==> config.mk <==
export PLATFORM = sky130hd
export DESIGN_NAME = srcs_top
export DESIGN_NICKNAME = d
export VERILOG_FILES = /design/src/pkg/srcs_pkg.sv /design/src/hw/srcs_ref_sample.sv /design/src/hw/srcs_top.sv /design/src/hw/srcs_window_mon.sv
export VERILOG_INCLUDE_DIRS = /design/src /design/src/pkg
export SDC_FILE = /design/constraint.sdc
export NUM_CORES = 1
export LEC_CHECK = 0
export ABC_AREA = 1
export BUFFER_PORTS_ARGS = -buffer_cell sky130_fd_sc_hd__buf_4
export CORE_MARGIN = 4
export CORE_UTILIZATION = 57
export CTS_CLUSTER_DIAMETER = 200
export DETAILED_ROUTE_END_ITERATION = 6
export PLACE_DENSITY = 0.88
export SKIP_LAST_GASP = 1
export SYNTH_ARGS = -nofsm -noshare
export SYNTH_HDL_FRONTEND = slang
export SYNTH_HIERARCHICAL = 1
export SYNTH_SLANG_ARGS = --single-unit
==> constraint.sdc <==
create_clock -name clk -period 4 [get_ports clk]
set_input_delay 0.4 -clock clk [delete_from_list [all_inputs] [get_ports clk]]
set_output_delay 0.4 -clock clk [all_outputs]
set_load 0.01 [all_outputs]
==> src/pkg/srcs_map.svh <==
// Register offsets, field positions, reset values and counts of the reference capture block.
// Included by the package, not by the design modules; definitions only.
`ifndef SRCS_MAP_SVH
`define SRCS_MAP_SVH

`define SRCS_ADDR_W 12
`define SRCS_DATA_W 8

`define SRCS_OFF_CLK_DIV 12'h10b
`define SRCS_OFF_REF_CTRL 12'h120
`define SRCS_OFF_IGN_CNT 12'h121
`define SRCS_OFF_WIN_MON 12'h128
`define SRCS_OFF_SYNC_MODE 12'h1ff
`define SRCS_OFF_SUBCLASS 12'h590

`define SRCS_RST_CLK_DIV 8'h00
`define SRCS_RST_REF_CTRL 8'h00
`define SRCS_RST_IGN_CNT 8'h00
`define SRCS_RST_SYNC_MODE 8'h00
`define SRCS_RST_SUBCLASS 8'h20
`define SRCS_RD_UNMAPPED 8'h00

`define SRCS_DIV_LSB 0
`define SRCS_DIV_MSB 2
`define SRCS_MODE_LSB 1
`define SRCS_MODE_MSB 2
`define SRCS_EDGE_BIT 3
`define SRCS_TRANS_BIT 4
`define SRCS_IGN_LSB 0
`define SRCS_IGN_MSB 3
`define SRCS_SYNC_BIT 0
`define SRCS_SUB_LSB 5
`define SRCS_SUB_MSB 7

`define SRCS_MODE_CONT 2'h1
`define SRCS_MODE_NSHOT 2'h2
`define SRCS_SUB_CLASS0 3'h0

`define SRCS_TAPS 15
`define SRCS_CODE_MID 4'h8
`define SRCS_CODE_SETUP_MAX 4'h7
`define SRCS_CODE_HOLD_MIN 4'h9

`define SRCS_LMFC_S 1
`define SRCS_LMFC_K 32

`endif

==> src/pkg/srcs_pkg.sv <==
// Types shared by the reference capture modules.
// Assumes srcs_map.svh sits on the include path.
`include "srcs_map.svh"

package srcs_pkg;

  typedef enum logic [1:0] {
    SRCS_IDLE,
    SRCS_SKIP,
    SRCS_WAIT,
    SRCS_RUN
  } srcs_state_type;

  typedef logic [`SRCS_DATA_W-1:0] srcs_byte_type;
  typedef logic [3:0] srcs_code_type;

endpackage : srcs_pkg

==> src/hw/srcs_ref_sample.sv <==
// Samples the reference on the chosen clock edge and flags the qualifying transition.
// Assumes refIn is synchronous to clk and sampleTick comes from the input clock divider.
`timescale 1ns/10ps

module srcs_ref_sample
  import srcs_pkg::*;
(
  // Clock and reset
  input wire logic clk,
  input wire logic reset,
  // Reference and controls
  input wire logic refIn,
  input wire logic fallingEdgeSel,
  input wire logic highToLowSel,
  input wire logic sampleTick,
  // Result
  output logic qualEvent
);

  logic riseSample_ff;
  logic fallSample_ff;
  logic fallRetime_ff;
  logic curLevel_ff;
  logic prevLevel_ff;
  logic pickedLevel;
  logic lowToHigh;
  logic highToLow;

  always_ff @(posedge clk) begin
    if (reset) riseSample_ff <= 1'b0;
    else riseSample_ff <= refIn;
  end

  // Falling edge capture is retimed at once so the rest of the block stays on one edge
  always_ff @(negedge clk) begin
    if (reset) fallSample_ff <= 1'b0;
    else fallSample_ff <= refIn;
  end

  always_ff @(posedge clk) begin
    if (reset) fallRetime_ff <= 1'b0;
    else fallRetime_ff <= fallSample_ff;
  end

  assign pickedLevel = fallingEdgeSel ? fallRetime_ff : riseSample_ff;

  // Levels compared only on divider ticks, hence the stretched pulse width demanded of the source
  always_ff @(posedge clk) begin
    if (reset) begin
      curLevel_ff <= 1'b0;
      prevLevel_ff <= 1'b0;
    end else if (sampleTick) begin
      curLevel_ff <= pickedLevel;
      prevLevel_ff <= curLevel_ff;
    end
  end

  assign lowToHigh = curLevel_ff & ~prevLevel_ff;
  assign highToLow = ~curLevel_ff & prevLevel_ff;
  // One pulse per tick window: only valid in the cycle after the tick updated the levels
  logic tickSeen_ff;
  always_ff @(posedge clk) begin
    if (reset) tickSeen_ff <= 1'b0;
    else tickSeen_ff <= sampleTick;
  end
  assign qualEvent = tickSeen_ff & (highToLowSel ? highToLow : lowToHigh);

endmodule : srcs_ref_sample

==> src/hw/srcs_top.sv <==
// Reference capture and alignment: registers, capture state machine, divider and LMFC.
// Assumes a byte-wide register port driven synchronously to clk and a clean clk.
`timescale 1ns/10ps

module srcs_top
  import srcs_pkg::*;
#(
  parameter int LMFC_S = `SRCS_LMFC_S,
  parameter int LMFC_K = `SRCS_LMFC_K,
  parameter int TAPS = `SRCS_TAPS
)
(
  // Clock and reset
  input wire logic clk,
  input wire logic reset,
  // Register port
  input wire logic [`SRCS_ADDR_W-1:0] regAddr,
  input wire logic regWrEn,
  input wire logic [`SRCS_DATA_W-1:0] regWrData,
  input wire logic regRdEn,
  output srcs_byte_type regRdData_ff,
  // Reference input and window taps
  input wire logic sysrefIn,
  input wire logic [TAPS-1:0] refSetupTaps,
  input wire logic [TAPS-1:0] refHoldTaps,
  // Alignment strobes
  output logic syncDivider_ff,
  output logic syncDdc_ff,
  output logic syncSigMon_ff,
  output logic syncLink_ff,
  output logic sampleTick,
  output logic lmfcTick_ff,
  // Window status
  output logic refCaptured,
  output logic setupViolation,
  output logic holdViolation,
  output logic setupOrHoldViolation
);

  localparam int LMFC_LEN = LMFC_S * LMFC_K;
  localparam int LMFC_W = (LMFC_LEN > 1) ? $clog2(LMFC_LEN) : 1;
  localparam logic [LMFC_W-1:0] LMFC_LAST = LMFC_W'(LMFC_LEN - 1);

  // Register storage
  srcs_byte_type clkDiv_ff;
  srcs_byte_type refCtrl_ff;
  srcs_byte_type ignCnt_ff;
  srcs_byte_type syncMode_ff;
  srcs_byte_type subclass_ff;
  srcs_byte_type nxt_refCtrl;
  srcs_byte_type nxt_rdData;
  srcs_byte_type winMonByte;

  // Decode
  logic selClkDiv;
  logic selRefCtrl;
  logic selIgnCnt;
  logic selWinMon;
  logic selSyncMode;
  logic selSubclass;
  logic wrClkDiv;
  logic wrRefCtrl;
  logic wrIgnCnt;
  logic wrSyncMode;
  logic wrSubclass;

  assign selClkDiv = (regAddr == `SRCS_OFF_CLK_DIV);
  assign selRefCtrl = (regAddr == `SRCS_OFF_REF_CTRL);
  assign selIgnCnt = (regAddr == `SRCS_OFF_IGN_CNT);
  assign selWinMon = (regAddr == `SRCS_OFF_WIN_MON);
  assign selSyncMode = (regAddr == `SRCS_OFF_SYNC_MODE);
  assign selSubclass = (regAddr == `SRCS_OFF_SUBCLASS);
  assign wrClkDiv = regWrEn & selClkDiv;
  assign wrRefCtrl = regWrEn & selRefCtrl;
  assign wrIgnCnt = regWrEn & selIgnCnt;
  assign wrSyncMode = regWrEn & selSyncMode;
  assign wrSubclass = regWrEn & selSubclass;

  // Field views
  logic [1:0] refMode;
  logic fallingEdgeSel;
  logic highToLowSel;
  logic [2:0] divSel;
  logic [3:0] ignoreCount;
  logic timestampMode;
  logic [2:0] subclassSel;
  logic refUsed;

  assign refMode = refCtrl_ff[`SRCS_MODE_MSB:`SRCS_MODE_LSB];
  assign fallingEdgeSel = refCtrl_ff[`SRCS_EDGE_BIT];
  assign highToLowSel = refCtrl_ff[`SRCS_TRANS_BIT];
  assign divSel = clkDiv_ff[`SRCS_DIV_MSB:`SRCS_DIV_LSB];
  assign ignoreCount = ignCnt_ff[`SRCS_IGN_MSB:`SRCS_IGN_LSB];
  assign timestampMode = syncMode_ff[`SRCS_SYNC_BIT];
  assign subclassSel = subclass_ff[`SRCS_SUB_MSB:`SRCS_SUB_LSB];
  assign refUsed = (subclassSel != `SRCS_SUB_CLASS0);

  // Capture state machine
  srcs_state_type state_ff;
  srcs_state_type nxt_state;
  logic [3:0] skipCnt_ff;
  logic [3:0] nxt_skipCnt;
  logic qualEvent;
  logic actEvent;
  logic modeSelfClear;
  logic realign;

  always_comb begin
    nxt_state = state_ff;
    nxt_skipCnt = skipCnt_ff;
    actEvent = 1'b0;
    modeSelfClear = 1'b0;
    case (state_ff)
      SRCS_IDLE: begin
        if (refMode == `SRCS_MODE_CONT) begin
          nxt_state = SRCS_RUN;
        end else if (refMode == `SRCS_MODE_NSHOT) begin
          nxt_skipCnt = ignoreCount;
          nxt_state = (ignoreCount == 4'h0) ? SRCS_WAIT : SRCS_SKIP;
        end
      end
      SRCS_SKIP: begin
        if (refMode != `SRCS_MODE_NSHOT) begin
          nxt_state = SRCS_IDLE;
        end else if (qualEvent) begin
          nxt_skipCnt = skipCnt_ff - 4'h1;
          if (skipCnt_ff == 4'h1) nxt_state = SRCS_WAIT;
        end
      end
      SRCS_WAIT: begin
        if (refMode != `SRCS_MODE_NSHOT) begin
          nxt_state = SRCS_IDLE;
        end else if (qualEvent) begin
          actEvent = 1'b1;
          modeSelfClear = 1'b1;
          nxt_state = SRCS_IDLE;
        end
      end
      SRCS_RUN: begin
        if (refMode != `SRCS_MODE_CONT) begin
          nxt_state = SRCS_IDLE;
        end else if (qualEvent) begin
          actEvent = 1'b1;
        end
      end
      default: begin
        nxt_state = SRCS_IDLE;
      end
    endcase
  end

  always_ff @(posedge clk) begin
    if (reset) begin
      state_ff <= SRCS_IDLE;
      skipCnt_ff <= 4'h0;
    end else begin
      state_ff <= nxt_state;
      skipCnt_ff <= nxt_skipCnt;
    end
  end

  // A software write in the clearing cycle wins so a re-arm is never lost
  always_comb begin
    nxt_refCtrl = refCtrl_ff;
    if (wrRefCtrl) begin
      nxt_refCtrl = regWrData;
    end else if (modeSelfClear) begin
      nxt_refCtrl[`SRCS_MODE_MSB:`SRCS_MODE_LSB] = 2'h0;
    end
  end

  always_ff @(posedge clk) begin
    if (reset) begin
      clkDiv_ff <= `SRCS_RST_CLK_DIV;
      refCtrl_ff <= `SRCS_RST_REF_CTRL;
      ignCnt_ff <= `SRCS_RST_IGN_CNT;
      syncMode_ff <= `SRCS_RST_SYNC_MODE;
      subclass_ff <= `SRCS_RST_SUBCLASS;
    end else begin
      refCtrl_ff <= nxt_refCtrl;
      if (wrClkDiv) clkDiv_ff <= regWrData;
      if (wrIgnCnt) ignCnt_ff <= regWrData;
      if (wrSyncMode) syncMode_ff <= regWrData;
      if (wrSubclass) subclass_ff <= regWrData;
    end
  end

  // Realignment only in normal sync mode; timestamp mode leaves the clocks alone
  assign realign = actEvent & ~timestampMode & refUsed;

  // Input clock divider; ratio is the field value plus one
  logic [2:0] divCnt_ff;
  logic [2:0] nxt_divCnt;

  assign sampleTick = (divCnt_ff == 3'h0);
  assign nxt_divCnt = (realign || divCnt_ff >= divSel) ? 3'h0 : divCnt_ff + 3'h1;

  always_ff @(posedge clk) begin
    if (reset) divCnt_ff <= 3'h0;
    else divCnt_ff <= nxt_divCnt;
  end

  // LMFC counts divided sample ticks over S times K
  logic [LMFC_W-1:0] lmfcCnt_ff;
  logic [LMFC_W-1:0] nxt_lmfcCnt;
  logic lmfcWrap;

  assign lmfcWrap = sampleTick & (lmfcCnt_ff == LMFC_LAST);
  assign nxt_lmfcCnt = realign ? '0 :
    (lmfcWrap ? '0 : (sampleTick ? lmfcCnt_ff + LMFC_W'(1) : lmfcCnt_ff));

  always_ff @(posedge clk) begin
    if (reset) begin
      lmfcCnt_ff <= '0;
      lmfcTick_ff <= 1'b0;
    end else begin
      lmfcCnt_ff <= nxt_lmfcCnt;
      lmfcTick_ff <= realign | lmfcWrap;
    end
  end

  // Alignment strobes to the downstream blocks
  always_ff @(posedge clk) begin
    if (reset) begin
      syncDivider_ff <= 1'b0;
      syncDdc_ff <= 1'b0;
      syncSigMon_ff <= 1'b0;
      syncLink_ff <= 1'b0;
    end else begin
      syncDivider_ff <= realign;
      syncDdc_ff <= realign;
      syncSigMon_ff <= realign;
      syncLink_ff <= realign;
    end
  end

  srcs_ref_sample u_sample (
    .clk(clk),
    .reset(reset),
    .refIn(sysrefIn),
    .fallingEdgeSel(fallingEdgeSel),
    .highToLowSel(highToLowSel),
    .sampleTick(sampleTick),
    .qualEvent(qualEvent)
  );

  srcs_code_type setupCode;
  srcs_code_type holdCode;

  srcs_window_mon #(
    .TAPS(TAPS)
  ) u_window (
    .clk(clk),
    .reset(reset),
    .capture(actEvent),
    .setupTaps(refSetupTaps),
    .holdTaps(refHoldTaps),
    .setupCode_ff(setupCode),
    .holdCode_ff(holdCode),
    .captured_ff(refCaptured),
    .setupViolation(setupViolation),
    .holdViolation(holdViolation),
    .eitherViolation(setupOrHoldViolation)
  );

  assign winMonByte = {holdCode, setupCode};

  // Read mux; unmapped offsets read zero
  assign nxt_rdData = selClkDiv ? clkDiv_ff :
    selRefCtrl ? refCtrl_ff :
    selIgnCnt ? ignCnt_ff :
    selWinMon ? winMonByte :
    selSyncMode ? syncMode_ff :
    selSubclass ? subclass_ff : `SRCS_RD_UNMAPPED;

  always_ff @(posedge clk) begin
    if (reset) regRdData_ff <= `SRCS_RD_UNMAPPED;
    else if (regRdEn) regRdData_ff <= nxt_rdData;
  end

endmodule : srcs_top

==> src/hw/srcs_window_mon.sv <==
// Setup and hold detectors of the reference capture window, latched on each capture.
// Assumes tap vectors come from a delay line around the capturing edge, bit 0 nearest it.
`timescale 1ns/10ps

module srcs_window_mon
  import srcs_pkg::*;
#(
  parameter int TAPS = `SRCS_TAPS
)
(
  // Clock and reset
  input wire logic clk,
  input wire logic reset,
  // Detector inputs
  input wire logic capture,
  input wire logic [TAPS-1:0] setupTaps,
  input wire logic [TAPS-1:0] holdTaps,
  // Status
  output srcs_code_type setupCode_ff,
  output srcs_code_type holdCode_ff,
  output logic captured_ff,
  output logic setupViolation,
  output logic holdViolation,
  output logic eitherViolation
);

  function automatic srcs_code_type count_taps(input logic [TAPS-1:0] taps);
    srcs_code_type n;
    n = 4'h0;
    for (int i = 0; i < TAPS; i++) begin
      n = n + {3'h0, taps[i]};
    end
    return n;
  endfunction : count_taps

  srcs_code_type nxt_setupCode;
  srcs_code_type nxt_holdCode;

  assign nxt_setupCode = count_taps(setupTaps);
  assign nxt_holdCode = count_taps(holdTaps);

  always_ff @(posedge clk) begin
    if (reset) begin
      setupCode_ff <= 4'h0;
      holdCode_ff <= 4'h0;
      captured_ff <= 1'b0;
    end else if (capture) begin
      setupCode_ff <= nxt_setupCode;
      holdCode_ff <= nxt_holdCode;
      captured_ff <= 1'b1;
    end
  end

  // Codes that match no row of the interpretation, or no capture yet, flag nothing
  assign setupViolation = captured_ff & (holdCode_ff == 4'h0) & (setupCode_ff != 4'h0)
    & (setupCode_ff <= `SRCS_CODE_SETUP_MAX);
  assign holdViolation = captured_ff & (setupCode_ff == 4'h0)
    & (holdCode_ff >= `SRCS_CODE_HOLD_MIN);
  assign eitherViolation = captured_ff & (setupCode_ff == 4'h0) & (holdCode_ff == 4'h0);

endmodule : srcs_window_mon

# Yosys cells after proc, flatten, opt, wreduce, memory -nomap -nowiden
# Cells that the tools add are included.
[word_totals]
reg_bits = 79
in_bits = 55
output_inout_bits = 18
wordCells = 146
[op_classes]
add_sub_neg = 31
magnitude_cmp = 3
n_eq_ne = 24
muxes = 31
bitwise_logic = 21
n_reduce_logical = 14
[op_table]
columns = ["op", "n"]
rows = [
  ["$add 4x1->4", 26],
  ["$eq 12x9->1 const B", 5],
  ["$mux 8", 6],
  ["$mux 2", 11],
  ["$and 1x1->1", 17],
  ["$mux 4", 4],
  ["$eq 12x11->1 const B", 1],
  ["$logic_not 4->1", 3],
  ["$ne 2x2->1 const B", 6],
  ["$ne 3x3->1 const B", 4],
  ["$reduce_and 5->1", 2],
  ["$pmux 2 s4", 1],
  ["$pmux 4 s2", 1],
  ["$mux 1", 7],
  ["$eq 2x2->1 const B", 3],
  ["$add 5x1->5 const B", 1],
  ["$eq 5x5->1 const B", 1],
  ["$add 1x1->2", 2],
  ["$eq 2x1->1 const B", 2],
  ["$eq 4x1->1 const B", 1],
  ["$ge 4x4->1 const B", 1],
  ["$le 4x3->1 const B", 1],
  ["$reduce_bool 2->1", 2],
  ["$reduce_bool 4->1", 1],
  ["other kinds (13)", 15],
]

# Depth between registers and ports, before layout
[depth]
ltp_word = 14
mapped_depth = 15
ltp_nobuf = 15

# Modules after synthesis
# Netlist, hierarchy kept.
[by_module_without_submodules]
columns = ["module", "instances", "cells_per_inst", "area_each_um2", "seq_area_each_um2"]
rows = [
  ["srcs_top", 1, 453, 3304.4, 1281.2],
  ["srcs_window_mon", 1, 130, 1066.0, 180.2],
  ["srcs_ref_sample", 1, 31, 219.0, 120.1],
]

==> summary.md <==
| Metric | Value |
|---|---|
| Post-synthesis compound-gate area fraction | `14.3%` |
| Simple-Gate Fraction of Synth Area | `between 20% and 30%` |
| Post-CTS Setup Bufs | `0` |
| Placed Area | `5150 µm²` |
| Hold Fails Final Rpt | `0` |
| Worst Path Required | `4250 ps` |
| Synth top area share | `approximately 34%` |
| Max Cap Viol | `0` |
| Setup CP Type | `input port to flop` |
| Leading post-synthesis cells by cell area | `dfxtp_1 (34%), inv_1 (9.4%), fa_1 (8.3%), nand2_1 (6.8%), nor2_1 (6.3%)` |
| GRT met2 Usage | `approximately two fifths` |
| CP Data Arrival Time | `3630 ps` |
| Max Fclk | `approximately 300 MHz` |
| Capture point of the worst reg-to-reg path | `u_sample/fallRetime_ff` |
| Lkg Pwr | `2.49 nW` |
| Setup Viol. Count Final | `0` |
| Synth area leader | `dfxtp_1` |
| Fin. max-slew vios | `0` |
| Global route overflow | `0` |
| DIE HEIGHT | `just under 100 µm` |
| Top FF cell, synth | `dfxtp_1` |
| Clock skew | `between 30 and 40 ps` |
| Post-layout min period | `3380 ps` |
| Crit share post-route | `84.4%` |
| CP Launch Type | `input port` |
| HPWL Detailed | `8.13 mm` |
| Post-synthesis sequential area ratio | `roughly 34%` |
| PnR worst setup slack | `slightly above 600 ps` |
| Filler cells | `624` |
| Ant. Diodes | `0` |
| Power, Total | `~1.9 mW` |
| Register bit count reported by yosys | `between 70 and 80` |
| PortBufs | `between 70 and 80` |
| Final wirelength | `approximately 11 mm` |
| Library cells used by synthesis | `41` |
| RSZ-0062 raised after global routing | `false` |
| Routed vias | `4200` |
| Syn avg cell area | `7.47 µm²` |
| Row Count | `32` |
| Slew margin rel. | `approximately two fifths` |
| Die area | `roughly 9600 µm²` |
| Worst hold margin | `282 ps` |
| DRT iter0 DRCs | `between 300 and 400` |
| Area Growth Syn to Fin | `17.0%` |
| Worst Max-Slew Pin Slew | `~920 ps` |
| Largest net degree at the start of global routing | `37` |
| Vias per cell | `~5.3` |
| Clock Tree Buf Depth | `2` |
| Critical R2R Launch | `u_sample/fallSample_ff` |
| Max VDD drop | `0.179 mV` |
| Gr busiest metal | `met2` |
| Worst Setup EP | `u_window/setupCode_ff[2]` |
| Adder-Cell Fraction of Synth Area | `13.5%` |
| PD cells | `around 360 nW/µm²` |
| Pre-CTS WS | `approximately 230 ps` |
| Initial core utilization | `about three fifths` |
| Ys Warns | `6` |
| DRT Pass-1 Iters | `4` |
| # IOs | `73` |
| CP Capture Type | `flop` |
| Share of layout cells above drive strength 1 | `~17%` |
| Number of synthesized flops with an enable pin | `0` |
| Initial antenna violation count | `0` |
| GR Util All Layers | `around 23%` |
| Post-synthesis xor/xnor area fraction | `approximately 1.5%` |
| CTS-repair resized insts | `0` |
| R2r setup slk | `between 1000 and 1500 ps` |
| Synth Net Count | `707` |
| Async set-reset flop share out of synthesis | `0%` |
| DIE WIDTH | `roughly 98 µm` |
| Non-Filler Cell Area, Final | `approximately 5400 µm²` |
| TNS Setup | `0 ps` |
| Root Driver | `clkbuf_8` |
| Clk_lat worst skew | `roughly 380 ps` |
| Met3 usage | `roughly 4.3%` |
| GP Congestion | `approximately 0.9` |
| Number of remaining DRC errors | `0` |
| M1 GR Usage | `between 20% and 30%` |
| Reg clk slew, reported paths | `80 ps` |
| Vias in the first global route | `roughly 4200` |
| TritonCTS clock tree | `yes` |
| Routed len/inst | `approximately 13 µm` |
| Core ar. | `a little under 8000 µm²` |
| Total CTS buffers | `9` |
| Outcome | `finished clean` |
| Crit path launch | `refSetupTaps[0]` |
| Synth Cell Area | `4590 µm²` |
| CP max FO | `2` |
| Hold buffer count at cts | `0` |
| Hold Path Class | `input port to flop` |
| R2R cell count | `2` |
| Synth Instances | `between 600 and 700` |
| Htree depth | `3` |
| Fin nets | `around 770` |
| Main combinational cell family by area after synthesis | `simple AND/OR/NAND/NOR gates` |
| Clock Sinks | `79` |
| First-pass GRT wire length | `about 18 mm` |
| Mux share of post-synthesis cell area | `0%` |
| Remaining antenna violation count | `0` |
cell families after synthesis:
family                     Yosys count
buffers and inverters              135
xor gates and xnor gates             8
DFF                                 79
AOI/OAI and AO/OA                  121
and+or+nand+nor                    233
adders and majority gates           38
worst max-delay path, stage by stage:
cell	delay, ps
buf_4	80
inv_1	40
fa_1	550
fa_1	440
fa_1	540
fa_1	430
fa_1	420
fa_1	410
xnor2_1	140
o21ai_0	130
inv_1	50
cell usage after synthesis (3+ instances only):
master and count:
nor3_1 3, inv_1 115, nor2_2 6, nand4_2 3, nor2_1 77, dfxtp_1 79
xnor2_1 4, clkbuf_1 6, buf_4 6, a211oi_1 10, fa_1 19, ha_1 19
nand3_1 31, nand2_1 83, xor2_1 4, nand4_1 17, a21oi_1 56, o21ai_1 4
o21ai_0 43
per-stage QoR:
stage | instances | utilization, %
after floorplan | 614 | -
final | 788 | 69.1
after global routing | 788 | 69.1
after global placement | 772 | 66.3
after CTS | 788 | 69.1
after detailed placement | 772 | 66.3
report_power, final:
group	internal (mW)	leakage (nW)	switching, mW
clock network	0.370	0.115	0.289
registers	0.799	0.638	0.0106
logic	0.196	1.74	0.263
total	1.36	2.49	0.563
how the worst min path moves through the flow:
stage / start / endpoint / slack [ps] / cells past startpoint
global route: sysrefIn / u_sample/riseSample_ff / 290 / 3
CTS: sysrefIn / u_sample/riseSample_ff / 270 / 3
detailed placement: subclass_ff[0] / subclass_ff[0] / 440 / 2
global placement: divCnt_ff[0] / divCnt_ff[0] / 430 / 1
finish: sysrefIn / u_sample/riseSample_ff / 280 / 3
floorplan: divCnt_ff[0] / divCnt_ff[0] / 420 / 1
layout make-up:
type / instances / area, µm² / share of cell area, %
multi-input combinational: 400 / 2450 / 45.6
sequential: 79 / 1580 / 29.5
timing repair buffer: 73 / 548 / 10.2
inverter: 117 / 439 / 8.18
clock buffer: 11 / 141 / 2.63
tap: 102 / 128 / 2.38
clock inverter: 6 / 85.1 / 1.58
flip-flops by register name (all words and copies together) (netlist names), 5 cells and up:
signal / flops
clkDiv_ff: 8
ignCnt_ff: 8
refCtrl_ff: 8
regRdData_ff: 8
syncMode_ff: 8
lmfcCnt_ff: 5
subclass_ff: 8
layer usage:
metal  vias up  wire, µm
met5         -         0
met4         0       220
met2       150      5200
met1      1928      4440
li1       2093         -
met3        29       644
layout by cell type, fill, tap and decap left out, types with 6 or more instances in the layout:
master	synthesis	routed
inv_1	115	115
clkbuf_8	0	10
dfxtp_1	79	79
fa_1	19	19
nand2_1	83	83
nand3_1	31	31
buf_4	6	73
a21oi_1	56	56
o21ai_0	43	43
a211oi_1	10	10
ha_1	19	19
nor2_1	77	77
nor2_2	6	6
nand4_1	17	17
(Power assumes the default switching activity.)
